$ cat config.mk
export PLATFORM = sky130hd
export DESIGN_NAME = sdtv_filter_ctl
export DESIGN_NICKNAME = d
export VERILOG_FILES = /design/src/verilog/sdtv_filter_ctl.v
export VERILOG_INCLUDE_DIRS = /design/src /design/src/verilog
export SDC_FILE = /design/constraint.sdc
export NUM_CORES = 2
export LEC_CHECK = 0
export ABC_AREA = 0
export BUFFER_PORTS_ARGS = -buffer_cell sky130_fd_sc_hd__buf_2
export CORE_MARGIN = 1.5
export CORE_UTILIZATION = 65
export DETAILED_ROUTE_END_ITERATION = 16
export PLACE_DENSITY = 0.82
export SLEW_MARGIN = 20
export SYNTH_ARGS = -nofsm -noshare
export SYNTH_HDL_FRONTEND = slang
export SYNTH_SLANG_ARGS = --single-unit
$ cat constraint.sdc
create_clock -name clk_sys -period 27.5 [get_ports clk_sys]
set_input_delay 1.375 -clock clk_sys [delete_from_list [all_inputs] [get_ports clk_sys]]
set_output_delay 1.375 -clock clk_sys [all_outputs]
set_load 0.03 [all_outputs]
$ cat src/verilog/sdtv_filter_ctl_regs.vh
// register map, field positions, reset values and codes for the sd luma/chroma control
// assumes a byte-addressed avalon-mm slave with one aligned 32-bit word per register
`ifndef SDTV_FILTER_CTL_REGS_VH
`define SDTV_FILTER_CTL_REGS_VH

// ********************************************************************
// register byte offsets
// ********************************************************************
`define OFS_FULL_WIN        16'h5e8c
`define OFS_PART_WIN        16'h5e90
`define OFS_RUNIN_WIN       16'h5e94
`define OFS_LUMA_BREAK      16'h5e98
`define OFS_CHROMA_BREAK    16'h5e9c
`define OFS_LUMA_VBI_GAIN   16'h5ea0
`define OFS_CHROMA_GAIN     16'h5ea4
`define OFS_BLANK_PEDESTAL  16'h5ea8
`define OFS_CD_BLANK        16'h5eac
`define OFS_SYNC_TIPS       16'h5eb0
`define OFS_FILTER_CTL      16'h5eb4
`define OFS_OUTPUT_MODE     16'h5f00
`define OFS_LINE_STATUS     16'h5f04

// ********************************************************************
// field positions
// ********************************************************************
`define FLD_LO_LSB          0
`define FLD_HI_LSB          16
`define BIT_LUMA_BREAK      16
`define BIT_U_BREAK         12
`define BIT_V_BREAK         28
`define BIT_FILTER_EN       0
`define FLD_BLEND_LSB       8
`define BIT_BLANK_ON_RB     0
`define BIT_COMPONENT       1

// ********************************************************************
// reset values
// ********************************************************************
`define RST_FULL_WIN        32'h0d14_022f
`define RST_PART_WIN        32'h066d_06a6
`define RST_RUNIN_WIN       32'h0430_01c6
`define RST_LUMA_BREAK      32'h0000_02ff
`define RST_CHROMA_BREAK    32'h01d7_0150
`define RST_LUMA_VBI_GAIN   32'h0100_0100
`define RST_CHROMA_GAIN     32'h0100_0100
`define RST_BLANK_PEDESTAL  32'h00eb_00eb
`define RST_CD_BLANK        32'h0000_00eb
`define RST_SYNC_TIPS       32'h0111_0010
`define RST_FILTER_CTL      32'h0000_0401
`define RST_OUTPUT_MODE     32'h0000_0000

// ********************************************************************
// codes and limits
// ********************************************************************
`define CHROMA_GAIN_MAX     9'h120
`define ALT_COMPOSITE       2'h0
`define ALT_SVIDEO          2'h1
`define ALT_SLEW            2'h2
`define ALT_RAW             2'h3
`define BLEND_QUARTERS      3'h4

`endif

$ cat src/verilog/sdtv_filter_ctl.v
// luma filter windows, break-point limiting, contrast/saturation gains and
// sync/blank level constants of one sd tv encoder channel
// assumes pixel data, filter outputs and line timing arrive on clk_sys;
// vertical timing (active lines, partial-line flag, vbi lines) comes from outside
`timescale 1ns/1ns

module sdtv_filter_ctl #(
  parameter CNT_W = 12,
  parameter PIX_W = 10
) (
  input  wire              clk_sys,
  input  wire              rstn,
  input  wire [15:0]       avs_address,
  input  wire              avs_read,
  input  wire              avs_write,
  input  wire [31:0]       avs_writedata,
  input  wire [3:0]        avs_byteenable,
  output reg  [31:0]       avs_readdata,
  output wire              avs_waitrequest,
  input  wire              line_start,
  input  wire              line_active,
  input  wire              partial_line,
  input  wire              vbi_line,
  input  wire [PIX_W-1:0]  luma_in,
  input  wire [PIX_W-1:0]  comp_filt,
  input  wire [PIX_W-1:0]  svid_filt,
  input  wire [PIX_W-1:0]  slew_filt,
  input  wire [PIX_W-1:0]  u_in,
  input  wire [PIX_W-1:0]  v_in,
  output reg  [PIX_W-1:0]  luma_out,
  output reg  [PIX_W-1:0]  u_out,
  output reg  [PIX_W-1:0]  v_out,
  output reg               filter_window,
  output reg               runin_window,
  output reg  [8:0]        luma_blank_level,
  output reg  [8:0]        pedestal_level,
  output reg  [8:0]        luma_sync_tip,
  output reg  [8:0]        red_blue_blank_level,
  output reg  [8:0]        colour_difference_sync_tip
);

`include "sdtv_filter_ctl_regs.vh"

  // ********************************************************************
  // helper functions
  // ********************************************************************
  // window is open from first+1 through last inclusive
  function in_window;
    input [CNT_W-1:0] cnt;
    input [CNT_W-1:0] first;
    input [CNT_W-1:0] last;
    begin
      in_window = (cnt > first) && (cnt <= last);
    end
  endfunction
  // halve whatever stands above the limit when the break is on
  function [11:0] break_point;
    input [11:0] val;
    input [11:0] lim;
    input        en;
    reg   [11:0] excess;
    begin
      excess = val - lim;
      if (en && (val > lim)) begin
        break_point = lim + {1'b0, excess[11:1]};
      end else begin
        break_point = val;
      end
    end
  endfunction
  // 10-bit sample times unsigned 1.8 gain, fraction dropped
  function [11:0] apply_gain;
    input [PIX_W-1:0] val;
    input [8:0]       gain;
    reg   [18:0]      prod;
    begin
      prod       = val * gain;
      apply_gain = {1'b0, prod[18:8]};
    end
  endfunction
  // clip to the dac code range
  function [PIX_W-1:0] sat;
    input [11:0] val;
    begin
      if (val > 12'h03ff) begin
        sat = 10'h3ff;
      end else begin
        sat = val[PIX_W-1:0];
      end
    end
  endfunction
  // byte-lane merge of a write into a stored word
  function [31:0] merge;
    input [31:0] old;
    input [31:0] wd;
    input [3:0]  be;
    integer      i;
    begin
      merge = old;
      for (i = 0; i < 4; i = i + 1) begin
        if (be[i]) begin
          merge[i*8 +: 8] = wd[i*8 +: 8];
        end
      end
    end
  endfunction

  // ********************************************************************
  // register storage
  // ********************************************************************
  reg [31:0] full_width_filter_window;
  reg [31:0] partial_width_filter_window;
  reg [31:0] runin_filter_window;
  reg [31:0] luma_break_point;
  reg [31:0] chroma_break_points;
  reg [31:0] luma_and_vbi_gain;
  reg [31:0] chroma_gains;
  reg [31:0] luma_blank_and_pedestal;
  reg [31:0] colour_difference_blank;
  reg [31:0] sync_tip_levels;
  reg [31:0] luma_filter_control;
  reg [31:0] output_mode;
  reg        bus_ack;
  reg [CNT_W-1:0] pix_cnt;

  // field views
  wire [CNT_W-1:0] full_filter_first_pixel    = full_width_filter_window[11:0];
  wire [CNT_W-1:0] full_filter_last_pixel     = full_width_filter_window[27:16];
  wire [CNT_W-1:0] partial_filter_first_pixel = partial_width_filter_window[11:0];
  wire [CNT_W-1:0] partial_filter_last_pixel  = partial_width_filter_window[27:16];
  wire [CNT_W-1:0] runin_first_pixel          = runin_filter_window[11:0];
  wire [CNT_W-1:0] runin_last_pixel           = runin_filter_window[27:16];
  wire [10:0] luma_limit        = luma_break_point[10:0];
  wire        luma_break_enable = luma_break_point[`BIT_LUMA_BREAK];
  wire [9:0]  u_limit           = chroma_break_points[9:0];
  wire        u_break_enable    = chroma_break_points[`BIT_U_BREAK];
  wire [9:0]  v_limit           = chroma_break_points[25:16];
  wire        v_break_enable    = chroma_break_points[`BIT_V_BREAK];
  wire [8:0]  luma_gain         = luma_and_vbi_gain[8:0];
  wire [8:0]  vbi_gain          = luma_and_vbi_gain[24:16];
  wire [8:0]  u_gain            = chroma_gains[8:0];
  wire [8:0]  v_gain            = chroma_gains[24:16];
  wire        luma_filter_enable = luma_filter_control[`BIT_FILTER_EN];
  wire [3:0]  composite_sharpness_blend = luma_filter_control[11:8];
  wire        blank_on_red_blue_select  = output_mode[`BIT_BLANK_ON_RB];
  wire        component_mode            = output_mode[`BIT_COMPONENT];

  // ********************************************************************
  // avalon-mm slave
  // ********************************************************************
  // one wait cycle per access: read data is a flop, valid when waitrequest drops
  assign avs_waitrequest = (avs_read | avs_write) & ~bus_ack;

  always @(posedge clk_sys) begin
    if (!rstn) begin
      bus_ack <= 1'b0;
    end else begin
      bus_ack <= (avs_read | avs_write) & ~bus_ack;
    end
  end

  // read mux, loaded in the wait cycle; unmapped addresses read zero
  always @(posedge clk_sys) begin
    if (!rstn) begin
      avs_readdata <= 32'h0000_0000;
    end else if (avs_read && !bus_ack) begin
      if (avs_address == `OFS_FULL_WIN) begin
        avs_readdata <= {4'h0, full_width_filter_window[27:16], 4'h0,
                         full_width_filter_window[11:0]};
      end else if (avs_address == `OFS_PART_WIN) begin
        avs_readdata <= {4'h0, partial_width_filter_window[27:16], 4'h0,
                         partial_width_filter_window[11:0]};
      end else if (avs_address == `OFS_RUNIN_WIN) begin
        avs_readdata <= {4'h0, runin_filter_window[27:16], 4'h0,
                         runin_filter_window[11:0]};
      end else if (avs_address == `OFS_LUMA_BREAK) begin
        avs_readdata <= {15'h0000, luma_break_enable, 5'h00, luma_limit};
      end else if (avs_address == `OFS_CHROMA_BREAK) begin
        avs_readdata <= {3'h0, v_break_enable, 2'h0, v_limit, 3'h0,
                         u_break_enable, 2'h0, u_limit};
      end else if (avs_address == `OFS_LUMA_VBI_GAIN) begin
        avs_readdata <= {7'h00, vbi_gain, 7'h00, luma_gain};
      end else if (avs_address == `OFS_CHROMA_GAIN) begin
        avs_readdata <= {7'h00, v_gain, 7'h00, u_gain};
      end else if (avs_address == `OFS_BLANK_PEDESTAL) begin
        avs_readdata <= {7'h00, luma_blank_and_pedestal[24:16], 7'h00,
                         luma_blank_and_pedestal[8:0]};
      end else if (avs_address == `OFS_CD_BLANK) begin
        avs_readdata <= {23'h00_0000, colour_difference_blank[8:0]};
      end else if (avs_address == `OFS_SYNC_TIPS) begin
        avs_readdata <= {7'h00, sync_tip_levels[24:16], 7'h00, sync_tip_levels[8:0]};
      end else if (avs_address == `OFS_FILTER_CTL) begin
        avs_readdata <= {20'h0_0000, composite_sharpness_blend, 7'h00,
                         luma_filter_enable};
      end else if (avs_address == `OFS_OUTPUT_MODE) begin
        avs_readdata <= {30'h0000_0000, component_mode, blank_on_red_blue_select};
      end else if (avs_address == `OFS_LINE_STATUS) begin
        avs_readdata <= {14'h0000, runin_window, filter_window, 4'h0, pix_cnt};
      end else begin
        avs_readdata <= 32'h0000_0000;
      end
    end
  end

  // writes land on the edge where waitrequest is low
  always @(posedge clk_sys) begin
    if (!rstn) begin
      full_width_filter_window    <= `RST_FULL_WIN;
      partial_width_filter_window <= `RST_PART_WIN;
      runin_filter_window         <= `RST_RUNIN_WIN;
      luma_break_point            <= `RST_LUMA_BREAK;
      chroma_break_points         <= `RST_CHROMA_BREAK;
      luma_and_vbi_gain           <= `RST_LUMA_VBI_GAIN;
      chroma_gains                <= `RST_CHROMA_GAIN;
      luma_blank_and_pedestal     <= `RST_BLANK_PEDESTAL;
      colour_difference_blank     <= `RST_CD_BLANK;
      sync_tip_levels             <= `RST_SYNC_TIPS;
      luma_filter_control         <= `RST_FILTER_CTL;
      output_mode                 <= `RST_OUTPUT_MODE;
    end else if (avs_write && bus_ack) begin
      if (avs_address == `OFS_FULL_WIN) begin
        full_width_filter_window <= merge(full_width_filter_window, avs_writedata,
                                          avs_byteenable);
      end else if (avs_address == `OFS_PART_WIN) begin
        partial_width_filter_window <= merge(partial_width_filter_window, avs_writedata,
                                             avs_byteenable);
      end else if (avs_address == `OFS_RUNIN_WIN) begin
        runin_filter_window <= merge(runin_filter_window, avs_writedata, avs_byteenable);
      end else if (avs_address == `OFS_LUMA_BREAK) begin
        luma_break_point <= merge(luma_break_point, avs_writedata, avs_byteenable);
      end else if (avs_address == `OFS_CHROMA_BREAK) begin
        chroma_break_points <= merge(chroma_break_points, avs_writedata, avs_byteenable);
      end else if (avs_address == `OFS_LUMA_VBI_GAIN) begin
        luma_and_vbi_gain <= merge(luma_and_vbi_gain, avs_writedata, avs_byteenable);
      end else if (avs_address == `OFS_CHROMA_GAIN) begin
        chroma_gains <= merge(chroma_gains, avs_writedata, avs_byteenable);
      end else if (avs_address == `OFS_BLANK_PEDESTAL) begin
        luma_blank_and_pedestal <= merge(luma_blank_and_pedestal, avs_writedata,
                                         avs_byteenable);
      end else if (avs_address == `OFS_CD_BLANK) begin
        colour_difference_blank <= merge(colour_difference_blank, avs_writedata,
                                         avs_byteenable);
      end else if (avs_address == `OFS_SYNC_TIPS) begin
        sync_tip_levels <= merge(sync_tip_levels, avs_writedata, avs_byteenable);
      end else if (avs_address == `OFS_FILTER_CTL) begin
        luma_filter_control <= merge(luma_filter_control, avs_writedata, avs_byteenable);
      end else if (avs_address == `OFS_OUTPUT_MODE) begin
        output_mode <= merge(output_mode, avs_writedata, avs_byteenable);
      end
    end
  end

  // ********************************************************************
  // line counter and windows
  // ********************************************************************
  // counter saturates so a missing line start never wraps into a window
  always @(posedge clk_sys) begin
    if (!rstn) begin
      pix_cnt <= {CNT_W{1'b0}};
    end else if (line_start) begin
      pix_cnt <= {CNT_W{1'b0}};
    end else if (pix_cnt != {CNT_W{1'b1}}) begin
      pix_cnt <= pix_cnt + 1'b1;
    end
  end

  // window decode; partial_line is the vertical start/end lsb from the line timer
  wire full_hit    = in_window(pix_cnt, full_filter_first_pixel,
                               full_filter_last_pixel);
  wire partial_hit = in_window(pix_cnt, partial_filter_first_pixel,
                               partial_filter_last_pixel);
  wire runin_hit   = in_window(pix_cnt, runin_first_pixel, runin_last_pixel);
  wire next_filter_window = line_active && (partial_line ? partial_hit : full_hit);
  wire next_runin_window  = vbi_line && runin_hit;

  // ********************************************************************
  // luma blend, gain and break
  // ********************************************************************
  reg [PIX_W-1:0] alt_filt;
  reg [2:0]       alt_quarters;
  reg [12:0]      blend_sum;
  reg [PIX_W-1:0] filtered;
  reg [11:0]      luma_gained;

  // alternate filter and its weight, composite filter takes the remainder
  always @* begin
    case (composite_sharpness_blend[3:2])
      `ALT_COMPOSITE: alt_filt = comp_filt;
      `ALT_SVIDEO:    alt_filt = svid_filt;
      `ALT_SLEW:      alt_filt = slew_filt;
      default:        alt_filt = luma_in;
    endcase
    alt_quarters = `BLEND_QUARTERS - {1'b0, composite_sharpness_blend[1:0]};
    blend_sum = alt_filt * alt_quarters + comp_filt * (`BLEND_QUARTERS - alt_quarters);
    if (luma_filter_enable && next_filter_window) begin
      filtered = blend_sum[PIX_W+1:2];
    end else begin
      filtered = luma_in;
    end
  end

  // vbi lines use their own gain, the run-in stretch passes untouched
  always @* begin
    if (next_runin_window) begin
      luma_gained = {2'b00, luma_in};
    end else if (vbi_line) begin
      luma_gained = apply_gain(luma_in, vbi_gain);
    end else begin
      luma_gained = apply_gain(filtered, luma_gain);
    end
  end

  // saturation gains clamp at 1.125
  wire [8:0] u_gain_eff = (u_gain > `CHROMA_GAIN_MAX) ? `CHROMA_GAIN_MAX : u_gain;
  wire [8:0] v_gain_eff = (v_gain > `CHROMA_GAIN_MAX) ? `CHROMA_GAIN_MAX : v_gain;

  // one registered stage from pixel in to pixel out
  always @(posedge clk_sys) begin
    if (!rstn) begin
      luma_out      <= {PIX_W{1'b0}};
      u_out         <= {PIX_W{1'b0}};
      v_out         <= {PIX_W{1'b0}};
      filter_window <= 1'b0;
      runin_window  <= 1'b0;
    end else begin
      filter_window <= next_filter_window;
      runin_window  <= next_runin_window;
      if (next_runin_window) begin
        luma_out <= luma_in;
      end else begin
        luma_out <= sat(break_point(luma_gained, {1'b0, luma_limit},
                                    luma_break_enable));
      end
      u_out <= sat(break_point(apply_gain(u_in, u_gain_eff), {2'b00, u_limit},
                               u_break_enable));
      v_out <= sat(break_point(apply_gain(v_in, v_gain_eff), {2'b00, v_limit},
                               v_break_enable));
    end
  end

  // ********************************************************************
  // level constants toward the output stage
  // ********************************************************************
  // levels are taken as programmed; software owns their consistency
  always @(posedge clk_sys) begin
    if (!rstn) begin
      luma_blank_level           <= 9'h000;
      pedestal_level             <= 9'h000;
      luma_sync_tip              <= 9'h000;
      red_blue_blank_level       <= 9'h000;
      colour_difference_sync_tip <= 9'h000;
    end else begin
      luma_blank_level           <= luma_blank_and_pedestal[8:0];
      pedestal_level             <= luma_blank_and_pedestal[24:16];
      luma_sync_tip              <= sync_tip_levels[8:0];
      colour_difference_sync_tip <= sync_tip_levels[24:16];
      if (blank_on_red_blue_select || component_mode) begin
        red_blue_blank_level <= colour_difference_blank[8:0];
      end else begin
        red_blue_blank_level <= luma_blank_and_pedestal[8:0];
      end
    end
  end

endmodule // sdtv_filter_ctl

==> qor.yml <==
ant_nets: 0
area.growth.synth_to_final_pct: 8.46
run_status: "finished clean"
detail_route.first_pass.iterations: 9
tritoncts_num_sinks: 310
crit_path_max_incr_delay_ns: 0.60
arrival_ns: 14.42
synth_edf_count: 0
grt_pass1_wl_mm: 137
post_cts.repair.setup_buffers: 0
power.share.clock_pct: 45.6
pin_count_of_the_biggest_net_entering_global_routing: 100
fin_tns_setup_ns: 0
detailroute.wirelength.met3_mm: 8.54
first_global_vias: 26047
path_class: "in -> reg"
irDropWorstVdd_mv: 0.0560
synth.ff_latch_count: 310
fill_cells: 3636
post-route-period-util_pct: 51.1
max_freq_mhz: 71.1
timing.slew.headroom_pct: 19.4
top_layer_used: "met5"
cpMostUsedCell: "fa_1"
multiInputGateArea_um2: 21400
tritoncts.num_buffers: 34
synthAdderAreaFrac_pct: 30.8
chipHeight_um: 218
min_path_type: "reg -> reg"
synth.area.mux_share_pct: 2.81
finalNetCount: 4448
ys_dominant_reg_cell: "dfxtp_1"
seq_power_share_pct: 41.3
drc: 0
1st_iter_drt_viols: 2812
clk-insertion-delay-late_ns: 0.53
yosysSeqAreaShare_pct: 20.7
place_hpwl_mm: 65.7
cts_tree: "yes"
power_switching_w: 0.000294
unrepaired_setup_endpoints_after_global_routing: "false"
clock_tree.root_cell: "clkbuf_16"
groute.usage.overall_pct: 36.4
final_cell_mix: "618 x nand2_1, 433 x inv_1, 310 x dfxtp_1"
antenna_found_initial: 7
crit_path_end_kind: "flip-flop"
fp.dieArea_um2: 47300
maxCapViolations: 0
holdWs_ns: 0.460
fp.dieW_um: 218
wire_per_inst_um: 19.6
crit_path_top_delay_cell: "nor3b_2"
rows: 78
drt-met1-wl_mm: 33.5
critPathMaxFanout: 13
initial_core_util_pct: 65.9
clock_skew_ns: 0.0193
ioPinCount: 230
synthesized_area_per_cell_um2: 8.15
sw_frac_of_total_pct: 26.5
clkTransAtPathRegs_ns: 0.07
clockBufferDepth: 3
synthesis.yosys.warnings: 0
finish.cell_count_without_fillers: 4383
cts_htree_levels: 2
final_common_cell: "nand2_1"
numPlacedInstances: 4318
numPortBuffers: 217
setup_viol: 0
layout.area.seq_um2: 6210
fraction_of_layout_instances_using_a_drive_strength_above_1_pct: 9.03
met2RoutedLength_mm: 39.4
synth_unique_cells: 86
pwr_density_cell_nw_per_um2: 34.2
synth-simple-area-share_pct: 20.5
cts.repair.resized: 0
grt-ovfl-total: 0
parity_gate_share_of_the_synthesized_area_counting_xor_and_xnor_cells_pct: 2.83
core_um2: 45400
drt_wl_total_mm: 86.0
syn_area_um2: 29900
vias_per_cell: 6.13
final_period_demand_of_the_worst_path_ns: 14.06
power_leakage_nw: 15.4
vias: 26862
internal-power_w: 0.000815
combPwrFrac_pct: 13.1
timing.critical_path.from_type: "primary input"
complex_gate_fraction_of_the_synthesized_area_pct: 14.2
timing_worst_slew_pin_value_ns: 1.21
place_congestion: 0.974
cp.required_ns: 27.86
async_set_reset_flop_share_out_of_synthesis_pct: 0
fin_max_slew_vios: 0
synth_top_family_by_area: "adder cells"
ctsHoldBuffers: 0
finalHoldViolCount: 0
netlist_instances: 3671
[sequential cells by signal, summed over array words and instances, names as in the netlist, 12 cells and up]
| register | cells |
|---|---|
| avs_readdata | 26 |
| full_width_filter_window | 24 |
| partial_width_filter_window | 24 |
| runin_filter_window | 24 |
| chroma_break_points | 22 |
| chroma_gains | 18 |
| luma_and_vbi_gain | 18 |
| luma_blank_and_pedestal | 18 |
| sync_tip_levels | 18 |
| luma_break_point | 12 |
| pix_cnt | 12 |
[path summary, 6_finish.rpt]
check	slack, ns	start	endpoint	depth (start not counted)
min	0.46	partial_width_filter_window[26]	avs_readdata[26]	2
max	13.44	luma_in[2]	luma_out[1]	55
max reg2reg	13.49	luma_filter_control[9]	luma_out[1]	55
min reg2reg	0.46	partial_width_filter_window[26]	avs_readdata[26]	2
[synth_stat cells, types with 9 or more instances]
cell type / count / area share, %
or3_1: 9 / 0.19
a31oi_1: 21 / 0.44
a211oi_1: 17 / 0.43
nand2b_1: 37 / 0.77
nand2_1: 618 / 7.8
nor2_1: 172 / 2.2
mux4_2: 10 / 0.75
ha_1: 301 / 13
clkbuf_1: 163 / 2.0
fa_1: 273 / 18
nand4_1: 34 / 0.71
o22ai_1: 19 / 0.40
a21boi_0: 14 / 0.35
o211ai_1: 51 / 1.3
o21ai_0: 99 / 1.7
o21a_1: 17 / 0.43
o21ai_1: 11 / 0.18
xnor2_1: 60 / 1.8
xor2_1: 35 / 1.0
and2_1: 203 / 4.2
inv_1: 433 / 5.4
dfxtp_1: 310 / 21
and3_1: 17 / 0.36
nand3_1: 78 / 1.3
a21oi_1: 279 / 4.7
a21o_1: 36 / 0.90
nor3_1: 46 / 0.77
buf_1: 20 / 0.25
mux2i_1: 51 / 1.7
o21bai_1: 11 / 0.28
a221oi_1: 15 / 0.44
a22oi_1: 12 / 0.30
a311oi_1: 9 / 0.26
nor2b_1: 63 / 1.3
[power groups by stage]
stage,registers (W),clock network [W],logic [W]
2_1_floorplan,0.000476,0,0.0000881
3_3_place_gp,0.000467,0,0.000139
3_5_place_dp,0.000467,0,0.000141
4_1_cts,0.000457,0.000505,0.000142
5_1_grt,0.000457,0.000526,0.000157
6_report,0.000457,0.000506,0.000145
[metal layers]
metal  GRT usage [%]  vias to the layer above
met1            47.3                    12788
met5               0                        -
li1                -                    12290
met4            17.2                        2
met3            5.94                      324
met2            59.1                     1458
[per-stage QoR]
stage                     instance area (µm²)  total power (W)  util, %  worst slack, ns
after floorplan                         29900         0.000564        -            14.35
final                                   32500          0.00111     71.5            13.44
after CTS                               32400          0.00111     71.5            13.57
after global routing                    32500          0.00114     71.5            12.65
after detailed placement                31200         0.000609     68.7            13.07
after global placement                  31200         0.000606     68.7            13.23
[worst max-delay path: cells and delay by family]
| family | cells | cell delay [ns] |
|---|---|---|
| adders and majority gates | 12 | 5.36 |
| muxes | 4 | 1.02 |
| xor gates and xnor gates | 2 | 0.28 |
| and+or+nand+nor | 10 | 1.89 |
| AOI/OAI and AO/OA | 20 | 3.78 |
| buffers and inverters | 7 | 0.67 |
[final cells by class]
class / count / share of cell area, %
Multi-Input combinational cell: 2734 / 65.8
Inverter: 435 / 5.04
Antenna cell: 5 / 0.0385
Timing Repair Buffer: 239 / 3.86
Tap cell: 600 / 2.31
Clock inverter: 14 / 0.782
Clock buffer: 46 / 3.04
Sequential cell: 310 / 19.1
[kinds of logic after synthesis]
family | after synthesis
other cells | 1
simple gates | 1309
fa+ha+maj | 574
xor+xnor | 96
mux | 70
flops | 310
buf+inv | 632
compound gates | 679
Power figures use the tool's default switching activity.
